[src/verilog/bsbu_pkg.sv]
/*
 Package for the branch, skip and bit-operation execution unit.
 Holds opcode encodings, status flag positions, cycle counts and state codes.
 Assumes a core decode stage that has already classified each instruction.
*/
// Operation
// - Skip next instruction when chosen register bit is one; 1/2/3 cycles, flags kept.
// - I/O skip tests low I/O register bit, zero or one variant; flags kept.
// - Taken skip adds 2 or 3 to PC, by skipped instruction length.
// - Flag branch tests chosen status bit; taken loads PC+k+1 in 2 cycles.
// - Equal branch on zero flag one, not-equal on zero flag zero.
// - Carry branches on carry one (lower) or carry zero (same or higher).
// - Negative branch on N one, positive on N zero; 1 or 2 cycles.
// - Signed ge taken when N xor V is zero, signed lt when one.
// - Half-carry branches taken when H matches variant value.
// - Transfer branches taken when T matches variant value; 1 or 2 cycles.
// - Overflow branches taken on V one or zero; no flags change.
// - Interrupt-state branches taken on I one or zero.
// - I/O bit force one or zero sets addressed bit; 2 cycles, flags kept.
// - Left shift moves bits up, zero into bit 0; sets Z,C,N,V.
// - Right shift moves bits down, zero into bit 7; sets Z,C,N,V.
// - Rotates through carry: old carry enters, shifted-out bit becomes carry.
// - Nibble exchange swaps halves in one cycle, flags kept.
// - Bit store copies register bit to T; bit load copies T to bit.
`default_nettype none
package bsbu_pkg;
	// ----------------------------------------
	// Operation codes
	// ----------------------------------------
	typedef enum logic [4:0] {
		BSBU_OP_NONE                = 5'h00,
		BSBU_OP_SKIP_IF_REG_BIT_ZERO = 5'h01,
		BSBU_OP_SKIP_IF_REG_BIT_ONE = 5'h02,
		BSBU_OP_SKIP_IF_IO_BIT_ZERO = 5'h03,
		BSBU_OP_SKIP_IF_IO_BIT_ONE  = 5'h04,
		BSBU_OP_BRANCH_FLAG_ONE     = 5'h05,
		BSBU_OP_BRANCH_FLAG_ZERO    = 5'h06,
		BSBU_OP_BRANCH_SIGNED_GE    = 5'h07,
		BSBU_OP_BRANCH_SIGNED_LT    = 5'h08,
		BSBU_OP_IO_BIT_FORCE_ONE    = 5'h09,
		BSBU_OP_IO_BIT_FORCE_ZERO   = 5'h0a,
		BSBU_OP_LOGICAL_LEFT_SHIFT  = 5'h0b,
		BSBU_OP_LOGICAL_RIGHT_SHIFT = 5'h0c,
		BSBU_OP_ROTATE_LEFT_CARRY   = 5'h0d,
		BSBU_OP_ROTATE_RIGHT_CARRY  = 5'h0e,
		BSBU_OP_ARITH_RIGHT_SHIFT   = 5'h0f,
		BSBU_OP_SWAP_NIBBLES        = 5'h10,
		BSBU_OP_FLAG_FORCE_ONE      = 5'h11,
		BSBU_OP_FLAG_FORCE_ZERO     = 5'h12,
		BSBU_OP_BIT_TO_TRANSFER     = 5'h13,
		BSBU_OP_TRANSFER_TO_BIT     = 5'h14
	} bsbu_op_type;

	// ----------------------------------------
	// Status flag positions and reset value
	// ----------------------------------------
	localparam logic [2:0] BSBU_FLAG_C = 3'h0;
	localparam logic [2:0] BSBU_FLAG_Z = 3'h1;
	localparam logic [2:0] BSBU_FLAG_N = 3'h2;
	localparam logic [2:0] BSBU_FLAG_V = 3'h3;
	localparam logic [2:0] BSBU_FLAG_S = 3'h4;
	localparam logic [2:0] BSBU_FLAG_H = 3'h5;
	localparam logic [2:0] BSBU_FLAG_T = 3'h6;
	localparam logic [2:0] BSBU_FLAG_I = 3'h7;
	localparam logic [7:0] BSBU_FLAGS_RESET = 8'h00;
	localparam logic [15:0] BSBU_PC_RESET = 16'h0000;

	// ----------------------------------------
	// Cycle counts and PC steps
	// ----------------------------------------
	localparam logic [1:0] BSBU_CYC_SINGLE = 2'h1;
	localparam logic [1:0] BSBU_CYC_BRANCH = 2'h2;
	localparam logic [1:0] BSBU_CYC_IO_BIT = 2'h2;
	localparam logic [15:0] BSBU_PC_STEP = 16'h0001;
	localparam logic [15:0] BSBU_SKIP_SHORT = 16'h0002;
	localparam logic [15:0] BSBU_SKIP_LONG = 16'h0003;

	// ----------------------------------------
	// Sequencer states
	// ----------------------------------------
	typedef enum logic [2:0] {
		BSBU_ST_IDLE = 3'b001,
		BSBU_ST_WAIT = 3'b010,
		BSBU_ST_DONE = 3'b100
	} bsbu_state_type;
endpackage
`default_nettype wire

[src/verilog/bsbu_alu_if.sv]
/*
 Interface carrying operands and results between the unit and its shifter.
 Assumes a single clock domain; purely combinational traffic.
*/
`default_nettype none
interface bsbu_alu_if;
	bsbu_pkg::bsbu_op_type op;
	logic [7:0]            operand;
	logic [7:0]            flags_in;
	logic [2:0]            bit_sel;
	logic [7:0]            result;
	logic [7:0]            flags_out;
	logic                  writes_reg;
	modport core (output op, output operand, output flags_in, output bit_sel,
		input result, input flags_out, input writes_reg);
	modport alu (input op, input operand, input flags_in, input bit_sel,
		output result, output flags_out, output writes_reg);
endinterface
`default_nettype wire

[src/verilog/bsbu_shift_alu.sv]
/*
 Combinational shifter, rotate, swap and bit-transfer datapath.
 Assumes the caller registers result and flags.
*/
`default_nettype none
module bsbu_shift_alu (
	bsbu_alu_if.alu a
);
	logic [7:0] r;
	logic [7:0] f;
	logic       co;
	logic       upd;
	always_comb begin
		r = a.operand;
		f = a.flags_in;
		co = a.flags_in[bsbu_pkg::BSBU_FLAG_C];
		upd = 1'b0;
		a.writes_reg = 1'b1;
		unique case (a.op)
			bsbu_pkg::BSBU_OP_LOGICAL_LEFT_SHIFT: begin
				r = {a.operand[6:0], 1'b0};
				co = a.operand[7];
				upd = 1'b1;
			end
			bsbu_pkg::BSBU_OP_LOGICAL_RIGHT_SHIFT: begin
				r = {1'b0, a.operand[7:1]};
				co = a.operand[0];
				upd = 1'b1;
			end
			bsbu_pkg::BSBU_OP_ROTATE_LEFT_CARRY: begin
				r = {a.operand[6:0], a.flags_in[bsbu_pkg::BSBU_FLAG_C]};
				co = a.operand[7];
				upd = 1'b1;
			end
			bsbu_pkg::BSBU_OP_ROTATE_RIGHT_CARRY: begin
				r = {a.flags_in[bsbu_pkg::BSBU_FLAG_C], a.operand[7:1]};
				co = a.operand[0];
				upd = 1'b1;
			end
			bsbu_pkg::BSBU_OP_ARITH_RIGHT_SHIFT: begin
				r = {a.operand[7], a.operand[7:1]};
				co = a.operand[0];
				upd = 1'b1;
			end
			bsbu_pkg::BSBU_OP_SWAP_NIBBLES: r = {a.operand[3:0], a.operand[7:4]};
			bsbu_pkg::BSBU_OP_TRANSFER_TO_BIT: r[a.bit_sel] = a.flags_in[bsbu_pkg::BSBU_FLAG_T];
			bsbu_pkg::BSBU_OP_BIT_TO_TRANSFER: begin
				f[bsbu_pkg::BSBU_FLAG_T] = a.operand[a.bit_sel];
				a.writes_reg = 1'b0;
			end
			default: a.writes_reg = 1'b0;
		endcase
		if (upd) begin
			// Overflow after a shift is N xor C, sign flag follows N xor V
			f[bsbu_pkg::BSBU_FLAG_C] = co;
			f[bsbu_pkg::BSBU_FLAG_Z] = (r == 8'h00);
			f[bsbu_pkg::BSBU_FLAG_N] = r[7];
			f[bsbu_pkg::BSBU_FLAG_V] = r[7] ^ co;
			f[bsbu_pkg::BSBU_FLAG_S] = co;
		end
		a.result = r;
		a.flags_out = f;
	end
endmodule
`default_nettype wire

[src/verilog/bsbu_core.sv]
/*
 Execution unit for skips, flag branches, I/O bit ops, shifts and flag ops.
 Assumes decode supplies one classified instruction per start pulse, the
 register operand alongside it, and the length of the following instruction.
 The I/O port answers reads combinationally and accepts a one-cycle write.
*/
`default_nettype none
module bsbu_core (
	input  wire logic                  core_clk,
	input  wire logic                  reset,
	input  wire logic                  start,
	input  wire bsbu_pkg::bsbu_op_type op,
	input  wire logic [2:0]            bit_sel,
	input  wire logic [7:0]            reg_value,
	input  wire logic [4:0]            io_addr,
	input  wire logic [7:0]            io_rdata,
	input  wire logic [11:0]           offset,
	input  wire logic                  next_is_long,
	output logic                       busy,
	output logic                       done,
	output logic [15:0]                pc,
	output logic [7:0]                 status_flags,
	output logic                       reg_we,
	output logic [7:0]                 reg_wdata,
	output logic                       io_we,
	output logic [4:0]                 io_waddr,
	output logic [7:0]                 io_wdata
);

	// ----------------------------------------
	// State
	// ----------------------------------------
	bsbu_pkg::bsbu_state_type state_q, state_d;
	logic [1:0]  wait_q, wait_d;
	logic [15:0] pc_q, pc_d;
	logic [7:0]  flags_q, flags_d;
	logic        done_q, done_d;
	logic        reg_we_q, reg_we_d;
	logic [7:0]  reg_wdata_q, reg_wdata_d;
	logic        io_we_q, io_we_d;
	logic [4:0]  io_waddr_q, io_waddr_d;
	logic [7:0]  io_wdata_q, io_wdata_d;
	logic        busy_q, busy_d;

	bsbu_alu_if alu_bus ();
	assign alu_bus.op = op;
	assign alu_bus.operand = reg_value;
	assign alu_bus.flags_in = flags_q;
	assign alu_bus.bit_sel = bit_sel;
	bsbu_shift_alu u_alu (
		.a (alu_bus.alu)
	);

	// ----------------------------------------
	// Condition evaluation
	// ----------------------------------------
	logic       cond;
	logic       is_skip;
	logic       is_branch;
	logic [15:0] rel_target;
	logic [15:0] skip_target;
	always_comb begin
		cond = 1'b0;
		is_skip = 1'b0;
		is_branch = 1'b0;
		unique case (op)
			bsbu_pkg::BSBU_OP_SKIP_IF_REG_BIT_ZERO: begin
				is_skip = 1'b1;
				cond = ~reg_value[bit_sel];
			end
			bsbu_pkg::BSBU_OP_SKIP_IF_REG_BIT_ONE: begin
				is_skip = 1'b1;
				cond = reg_value[bit_sel];
			end
			bsbu_pkg::BSBU_OP_SKIP_IF_IO_BIT_ZERO: begin
				is_skip = 1'b1;
				cond = ~io_rdata[bit_sel];
			end
			bsbu_pkg::BSBU_OP_SKIP_IF_IO_BIT_ONE: begin
				is_skip = 1'b1;
				cond = io_rdata[bit_sel];
			end
			// Named flag branches (equal, carry, negative, half, transfer, overflow, irq)
			// arrive decoded as flag-one or flag-zero with bit_sel picking the flag
			bsbu_pkg::BSBU_OP_BRANCH_FLAG_ONE: begin
				is_branch = 1'b1;
				cond = flags_q[bit_sel];
			end
			bsbu_pkg::BSBU_OP_BRANCH_FLAG_ZERO: begin
				is_branch = 1'b1;
				cond = ~flags_q[bit_sel];
			end
			bsbu_pkg::BSBU_OP_BRANCH_SIGNED_GE: begin
				is_branch = 1'b1;
				cond = ~(flags_q[bsbu_pkg::BSBU_FLAG_N] ^ flags_q[bsbu_pkg::BSBU_FLAG_V]);
			end
			bsbu_pkg::BSBU_OP_BRANCH_SIGNED_LT: begin
				is_branch = 1'b1;
				cond = flags_q[bsbu_pkg::BSBU_FLAG_N] ^ flags_q[bsbu_pkg::BSBU_FLAG_V];
			end
			default: cond = 1'b0;
		endcase
	end
	// Offset is sign-extended from 12 bits so one adder serves every relative form
	assign rel_target = pc_q + {{4{offset[11]}}, offset} + bsbu_pkg::BSBU_PC_STEP;
	assign skip_target = pc_q + (next_is_long ? bsbu_pkg::BSBU_SKIP_LONG : bsbu_pkg::BSBU_SKIP_SHORT);

	// ----------------------------------------
	// Next state
	// ----------------------------------------
	always_comb begin
		state_d = state_q;
		wait_d = wait_q;
		pc_d = pc_q;
		flags_d = flags_q;
		done_d = 1'b0;
		reg_we_d = 1'b0;
		reg_wdata_d = reg_wdata_q;
		io_we_d = 1'b0;
		io_waddr_d = io_waddr_q;
		io_wdata_d = io_wdata_q;
		unique case (state_q)
			bsbu_pkg::BSBU_ST_IDLE: begin
				if (start) begin
					pc_d = pc_q + bsbu_pkg::BSBU_PC_STEP;
					wait_d = bsbu_pkg::BSBU_CYC_SINGLE - 2'h1;
					if (is_skip && cond) begin
						pc_d = skip_target;
						// One extra cycle per word passed over
						wait_d = next_is_long ? bsbu_pkg::BSBU_CYC_BRANCH : 2'h1;
					end else if (is_branch && cond) begin
						pc_d = rel_target;
						wait_d = bsbu_pkg::BSBU_CYC_BRANCH - 2'h1;
					end else if (op == bsbu_pkg::BSBU_OP_IO_BIT_FORCE_ONE
						|| op == bsbu_pkg::BSBU_OP_IO_BIT_FORCE_ZERO) begin
						// Read-modify-write of the I/O byte in the second cycle
						io_waddr_d = io_addr;
						io_wdata_d = io_rdata;
						io_wdata_d[bit_sel] = (op == bsbu_pkg::BSBU_OP_IO_BIT_FORCE_ONE);
						io_we_d = 1'b1;
						wait_d = bsbu_pkg::BSBU_CYC_IO_BIT - 2'h1;
					end else if (op == bsbu_pkg::BSBU_OP_FLAG_FORCE_ONE) begin
						flags_d[bit_sel] = 1'b1;
					end else if (op == bsbu_pkg::BSBU_OP_FLAG_FORCE_ZERO) begin
						flags_d[bit_sel] = 1'b0;
					end else begin
						flags_d = alu_bus.flags_out;
						reg_we_d = alu_bus.writes_reg;
						reg_wdata_d = alu_bus.result;
					end
					if (wait_d == 2'h0) begin
						state_d = bsbu_pkg::BSBU_ST_DONE;
						done_d = 1'b1;
					end else begin
						state_d = bsbu_pkg::BSBU_ST_WAIT;
					end
				end
			end
			bsbu_pkg::BSBU_ST_WAIT: begin
				wait_d = wait_q - 2'h1;
				if (wait_q == 2'h1) begin
					state_d = bsbu_pkg::BSBU_ST_DONE;
					done_d = 1'b1;
				end
			end
			bsbu_pkg::BSBU_ST_DONE: begin
				state_d = bsbu_pkg::BSBU_ST_IDLE;
			end
			default: state_d = bsbu_pkg::BSBU_ST_IDLE;
		endcase
		// Taken from the next state so busy leaves the block as a flop, with no decode glitch
		busy_d = (state_d != bsbu_pkg::BSBU_ST_IDLE);
	end

	always_ff @(posedge core_clk or posedge reset) begin
		if (reset) begin
			state_q <= bsbu_pkg::BSBU_ST_IDLE;
			wait_q <= 2'h0;
			pc_q <= bsbu_pkg::BSBU_PC_RESET;
			flags_q <= bsbu_pkg::BSBU_FLAGS_RESET;
			done_q <= 1'b0;
			reg_we_q <= 1'b0;
			reg_wdata_q <= 8'h00;
			io_we_q <= 1'b0;
			io_waddr_q <= 5'h00;
			io_wdata_q <= 8'h00;
			busy_q <= 1'b0;
		end else begin
			state_q <= state_d;
			wait_q <= wait_d;
			pc_q <= pc_d;
			flags_q <= flags_d;
			done_q <= done_d;
			reg_we_q <= reg_we_d;
			reg_wdata_q <= reg_wdata_d;
			io_we_q <= io_we_d;
			io_waddr_q <= io_waddr_d;
			io_wdata_q <= io_wdata_d;
			busy_q <= busy_d;
		end
	end

	// ----------------------------------------
	// Outputs
	// ----------------------------------------
	assign busy = busy_q;
	assign done = done_q;
	assign pc = pc_q;
	assign status_flags = flags_q;
	assign reg_we = reg_we_q;
	assign reg_wdata = reg_wdata_q;
	assign io_we = io_we_q;
	assign io_waddr = io_waddr_q;
	assign io_wdata = io_wdata_q;
endmodule
`default_nettype wire

[config.mk]
export PLATFORM = sky130hd
export DESIGN_NAME = bsbu_core
export DESIGN_NICKNAME = d
export VERILOG_FILES = /design/src/verilog/bsbu_pkg.sv /design/src/verilog/bsbu_alu_if.sv /design/src/verilog/bsbu_shift_alu.sv /design/src/verilog/bsbu_core.sv
export SDC_FILE = /design/constraint.sdc
export NUM_CORES = 1
export LEC_CHECK = 0
export ABC_AREA = 1
export BUFFER_PORTS_ARGS = -buffer_cell sky130_fd_sc_hd__buf_2
export CAP_MARGIN = 10
export CORE_UTILIZATION = 45
export CTS_BUF_LIST = sky130_fd_sc_hd__clkbuf_8
export DETAILED_ROUTE_END_ITERATION = 10
export PLACE_DENSITY = 0.67
export SLEW_MARGIN = 30
export SYNTH_ARGS = -nofsm -noshare
export SYNTH_HDL_FRONTEND = slang
export SYNTH_SLANG_ARGS = --single-unit
[constraint.sdc]
create_clock -name core_clk -period 5 [get_ports core_clk]
set_input_delay 0.75 -clock core_clk [delete_from_list [all_inputs] [get_ports core_clk]]
set_output_delay 0.75 -clock core_clk [all_outputs]
set_load 0.1 [all_outputs]
Word level (Yosys, flattened, before mapping)
Index checks and enable logic that the tools add are counted.
{"block": "word_totals", "latchBits": 0, "reg_bits": 54, "input_bits": 45, "out_inout_bits": 49, "mem_count": 0, "mem_bits_ro": 0, "ram_bits": 0}
{"block": "classes", "n_mux": 52, "n_reduce_logical": 23, "n_lt_le_gt_ge": 2, "n_eq_ne": 25, "shifts": 0, "n_mul": 0, "div_mod_pow": 0, "bitwise": 14, "addsub": 5}
{"operator": "case mux 8 bit (7 select lines)", "n": 1}
{"operator": "equality test 5 x 4 -> 1 bit, second input constant", "n": 8}
{"operator": "adder 16 x 1 -> 16 bit, second input constant", "n": 2}
{"operator": "two-way mux 16 bit", "n": 2}
{"operator": "two-way mux 1 bit", "n": 27}
{"operator": "equality test 5 bit, second input constant", "n": 5}
{"operator": "equality test 5 x 3 -> 1 bit, second input constant", "n": 4}
{"operator": "AND reduction 6 bit", "n": 3}
{"operator": "adder 16 bit", "n": 1}
{"operator": "adder 16 x 2 -> 16 bit", "n": 1}
{"operator": "bitwise mux 8 bit", "n": 2}
{"operator": "two-way mux 8 bit", "n": 2}
{"operator": "equality test 5 x 2 -> 1 bit, second input constant", "n": 2}
{"operator": "two-way mux 2 bit", "n": 5}
{"operator": "binary-select mux 1 bit (select 3 bit)", "n": 3}
{"operator": "two-way mux 3 bit", "n": 3}
{"operator": "NOT 1 bit", "n": 9}
{"operator": "AND 8 bit", "n": 1}
{"operator": "zero test 8 bit", "n": 1}
{"operator": "NOT 8 bit", "n": 1}
{"operator": "OR 8 bit", "n": 1}
{"operator": "case mux 1 bit (8 select lines)", "n": 1}
{"operator": "OR reduction 4 bit", "n": 2}
{"operator": "AND reduction 7 bit", "n": 1}
{"operator": "26 further kinds", "n": 33}

Depth between registers and ports, before layout
{"block": "logic_depth", "ltp_word": 14, "mapped_depth": 17, "mapped_depth_nobuf": 15}

Hierarchy
A second synthesis with hierarchy kept.
{"block": "unflattened", "hier_cells": 935, "hier_area_um2": 5773.0}
{"module": "bsbu_core", "seq_area_each_um2": 1352.5, "instances": 1, "cells_per_inst": 753, "area_each_um2": 4872.2}
{"module": "bsbu_shift_alu", "seq_area_each_um2": 0.0, "instances": 1, "cells_per_inst": 182, "area_each_um2": 900.9}

Worst setup path before layout
Ideal clock, no wire load.
{"block": "synth_path", "kind": "register -> register", "start": "reg pc_q[0] (netlist: pc[0])", "end": "reg pc_q[10] (netlist: pc[10])", "slack_ns": 2.416, "arrival_ns": 2.451, "t_required_ns": 4.868, "setup_time_ns": 0.132, "path_stages_with_launch": 14, "cell_sequence": "dfrtp_1 -> inv_1 -> ha_1 -> inv_1 -> fa_1 -> inv_1 -> o21ai_0 -> a21oi_1 -> inv_1 -> nand2_1 -> nand3_1 -> nand3_1 -> nand2_1 -> o21ai_0"}
{"block": "synth_via", "elab_chain_len": 4, "elab_cells_between_ends": 6}
{"item": "start, declared", "line": "bsbu_core.sv:35", "source": "logic [15:0] pc_q, pc_d;"}
{"item": "start signal, assigned", "line": "bsbu_core.sv:179", "source": "pc_q <= bsbu_pkg::BSBU_PC_RESET;"}
{"item": "start signal, assigned", "line": "bsbu_core.sv:191", "source": "pc_q <= pc_d;"}
{"item": "adder 16 bit", "line": "bsbu_core.sv:105", "source": "assign rel_target = pc_q + {{4{offset[11]}}, offset} + bsbu_pkg::BSBU_PC_STEP;"}
{"item": "adder 16 x 1 -> 16 bit", "line": "bsbu_core.sv:105"}
{"item": "two-way mux 16 bit", "line": "bsbu_core.sv:131", "source": "end else if (is_branch && cond) begin"}
{"item": "two-way mux 16 bit *", "line": "bsbu_core.sv:127", "source": "if (is_skip && cond) begin"}
Every way passes the cells marked *; elsewhere a longest branch is shown, timed or not.
A chain may end at the register's enable or synchronous reset.

Worst setup path in the final report
{"block": "layout_path", "start": "in bit_sel[0]", "end": "reg reg_wdata_q[4] (netlist: reg_wdata[4])"}
{"block": "layout_via", "elab_chain_len": 7, "elab_cells_between_ends": 22}
{"item": "start, declared", "line": "bsbu_core.sv:13", "source": "input wire logic [2:0] bit_sel,"}
{"item": "branches (longest 7 deep; another with less-than comparator 3 x 4 -> 1 bit)"}
{"item": "end signal, assigned", "line": "bsbu_core.sv:195", "source": "reg_wdata_q <= reg_wdata_d;"}
{"item": "end, declared", "line": "bsbu_core.sv:39", "source": "logic [7:0] reg_wdata_q, reg_wdata_d;"}
Several ways; the timed one is not identified. The select of a mux whose other input is x is not followed.

==> flow_metrics.tcl <==
set metrics [dict create \
    portBuffers 93 \
    synth_compound_area_frac 0.126 \
    synth-seq-cells 54 \
    place_inst 1023 \
    finalCritPeriodShare 0.557 \
    design.portCount 94 \
    whs_ns 0.477 \
    slew_headroom 0.510 \
    die_w_um 109 \
    synth_warnings 0 \
    seq_area_frac_synth 0.265 \
    cp_cell_sequence "buf_2, inv_2, nand2_1, nand2_1, nand2_1, nand2_1, nand2_1, nand2_1, nand2_1, nand3_2, inv_2, nand2_1, nor2_4, nand2_4, nand2_1, o21ai_2" \
    cts_max_level 2 \
    vdd_ir_drop_max_mv 0.457 \
    grt_start_max_net_pins 55 \
    path_class "in2reg" \
    cp-end-kind "register" \
    drtAntennaViolNets 0 \
    async_reset_ff_frac 1.00 \
    antenna_found_initial 0 \
    final-seq-area_um2 1350 \
    post-route-util 0.526 \
    track_usage 0.257 \
    skew_ns 0.0168 \
    drv_cap 0 \
    critPathLaunchType "input port" \
    timing_hold_violations_final 0 \
    place_area_um2 5610 \
    tns_ns 0 \
    ff2ff_path_depth 13 \
    cts_tree "built" \
    multi_input_area_um2 3260 \
    synthXorXnorAreaFrac 0.0582 \
    crit_start "bit_sel[0]" \
    fmax_mhz 359 \
    n_antenna_cell 0 \
    drt_iter0_markers 307 \
    synth.distinct_cells 43 \
    numCtsBuffers 5 \
    yosysMostFrequentCell "nand2_1" \
    slew_violations 0 \
    syn-cell-area_um2 5110 \
    area_delta_synth_final_pct 12.6 \
    setup_violations 0 \
    avgSynthCellArea_um2 6.30 \
    nFillCells 1150 \
    p_per_area_nw_per_um2 719 \
    min_path_cells 2 \
    rsz0062_at_grt "no" \
    viasPerCell 5.22 \
    ctsHoldBuffers 0 \
    synth_mux_area_frac 0 \
    die_area_um2 11800 \
    netlist.area_leader.share 0.259 \
    grt_first_pass_wirelength_mm 23.7 \
    critPathArrivalTime_ns 2.98 \
    min_period_ns 2.78 \
    status "finished clean" \
    synth_nets 876 \
    die_h_um 109 \
    worstHoldStart "io_waddr[4]" \
    cpMostUsedCell "nand2_1" \
    place_congestion 0.944 \
    drt_wl_total_mm 14.4 \
    ys_top_cells_by_count "nand2_1 (277), inv_1 (84), nand3_1 (82)" \
    crit_path_max_fanout 28 \
    root_buffer "clkbuf_8" \
    cts_resized 0 \
    rows 38 \
    cts_max_path_buffers 2 \
    clk_latency_ns 0.32 \
    ys_top_cells_by_area "dfrtp_1 (26%), nand2_1 (20%), nand3_1 (8.0%)" \
    gr-total-overflow 0 \
    nNetsFinal 955 \
    grt_pass1_vias 5053 \
    power_leakage_nw 3.17 \
    cp.required_ns 5.20 \
    synth_edf_count 0 \
    final_cell_area_um2 5760 \
    fp.coreArea_um2 10900 \
    drcViolationCount 0 \
    slowest_delay_ns 0.37 \
    cp_slowest_cell "buf_2" \
    synth_simple_gate_area_frac 0.402 \
    synth_largest_area_cell "dfrtp_1" \
    drive_gt1_frac 0.162 \
    r2r-start "status_flags[6]" \
    cts.sinks 54 \
    hp-class "reg2reg" \
    clkTransAtPathRegs_ns 0.10 \
    synth_cells 811 \
    post_cts_buffers 0 \
    num_vias 5384 \
    synthFlopType "dfrtp_1" \
    routedWlPerCell_um 14.0 \
    drt_pass1_iterations 4 \
    synth_top_family_by_area "simple AND/OR/NAND/NOR gates" \
    synthAdderAreaFrac 0.0504 \
    start_util 0.468 \
    worst_slew_pin_slew_ns 0.729 \
    hpwl_mm 11.1 \
    final_cells 1031 \
]
cells in the final DEF, fill, tap and decap left out, drive strengths merged:
cell type  synthesis  routed
xor2              25      25
ha                19      19
nand2            285     285
a21boi             9       9
xnor2              9       9
clkbuf             5       6
o211ai             4       4
o21a               1       1
inv               94      94
nand4             15      15
bufinv             0       2
a31oi              5       5
dfstp              1       1
o22ai              1       1
nand3             84      84
fa                 1       1
a21oi             34      34
nor3              11      11
o21bai             1       1
dfrtp             53      53
a21o               1       1
nand3b             2       2
o21ai             56      56
a41oi              1       1
buf               17      94
or2                5       5
nor2              72      72
worst paths after layout:
kind | endpoint | slack (ns)
worst max-delay path | reg_wdata[4] | 2.22
worst min-delay path | io_waddr[4] | 0.48
worst max register to register | reg_wdata[4] | 2.43
worst min register to register | io_waddr[4] | 0.48
max in group asynchronous | wait_q[0] | 3.90
min in group asynchronous | io_waddr[3] | 0.61
through the flow:
step / worst slack [ns] / power [mW]
final: 2.22 / 4.14
after global routing: 1.88 / 4.45
after CTS: 2.23 / 4.14
after detailed placement: 1.89 / 3.77
after global placement: 1.94 / 3.76
after floorplan: 2.42 / 3.26
routing by layer:
layer | vias to the layer above | GRT usage | part of all wire
li1 | 2774 | - | -
met1 | 2423 | 0.319 | 0.43
met2 | 161 | 0.462 | 0.49
met3 | 26 | 0.0211 | 0.045
met4 | 0 | 0.0946 | 0.028
met5 | - | 0 | 0
cell type report:
cell class / instances / share of cell area
timing repair buffer: 94 / 0.0822
multi-input combinational: 641 / 0.566
inverter: 94 / 0.0617
clock buffer: 6 / 0.0143
sequential: 54 / 0.235
tap: 140 / 0.0304
clock inverter: 2 / 0.0104
power by group:
| group | internal, mW | leakage [nW] | switching, mW | total (mW) |
|---|---|---|---|---|
| combinational | 0.661 | 2.43 | 2.27 | 2.93 |
| sequential | 0.629 | 0.667 | 0.210 | 0.839 |
| clock | 0.214 | 0.0714 | 0.152 | 0.365 |
| total | 1.50 | 3.17 | 2.64 | 4.14 |
sequential cells by signal (all words and copies together) (netlist names):
name	cells
state_q	3
io_wdata	8
reg_we	1
io_we	1
io_waddr	5
busy	1
wait_q	2
done	1
pc	16
status_flags	8
reg_wdata	8
worst max-delay path: cells and delay by family:
family / cells / cell delay, ns
buffers and inverters: 3 / 0.86
AND/OR/NAND/NOR: 12 / 1.30
AO/OA/AOI/OAI: 1 / 0.05
kinds of logic (layout without fill, tap and decap cells):
kind of cell    after synthesis  after routing
xor+xnor                     34             34
flops                        54             54
simple gates                474            474
buf+inv                     116            196
compound gates              113            113
fa+ha+maj                    20             20
Note: power is estimated with default switching activity, not from simulation.
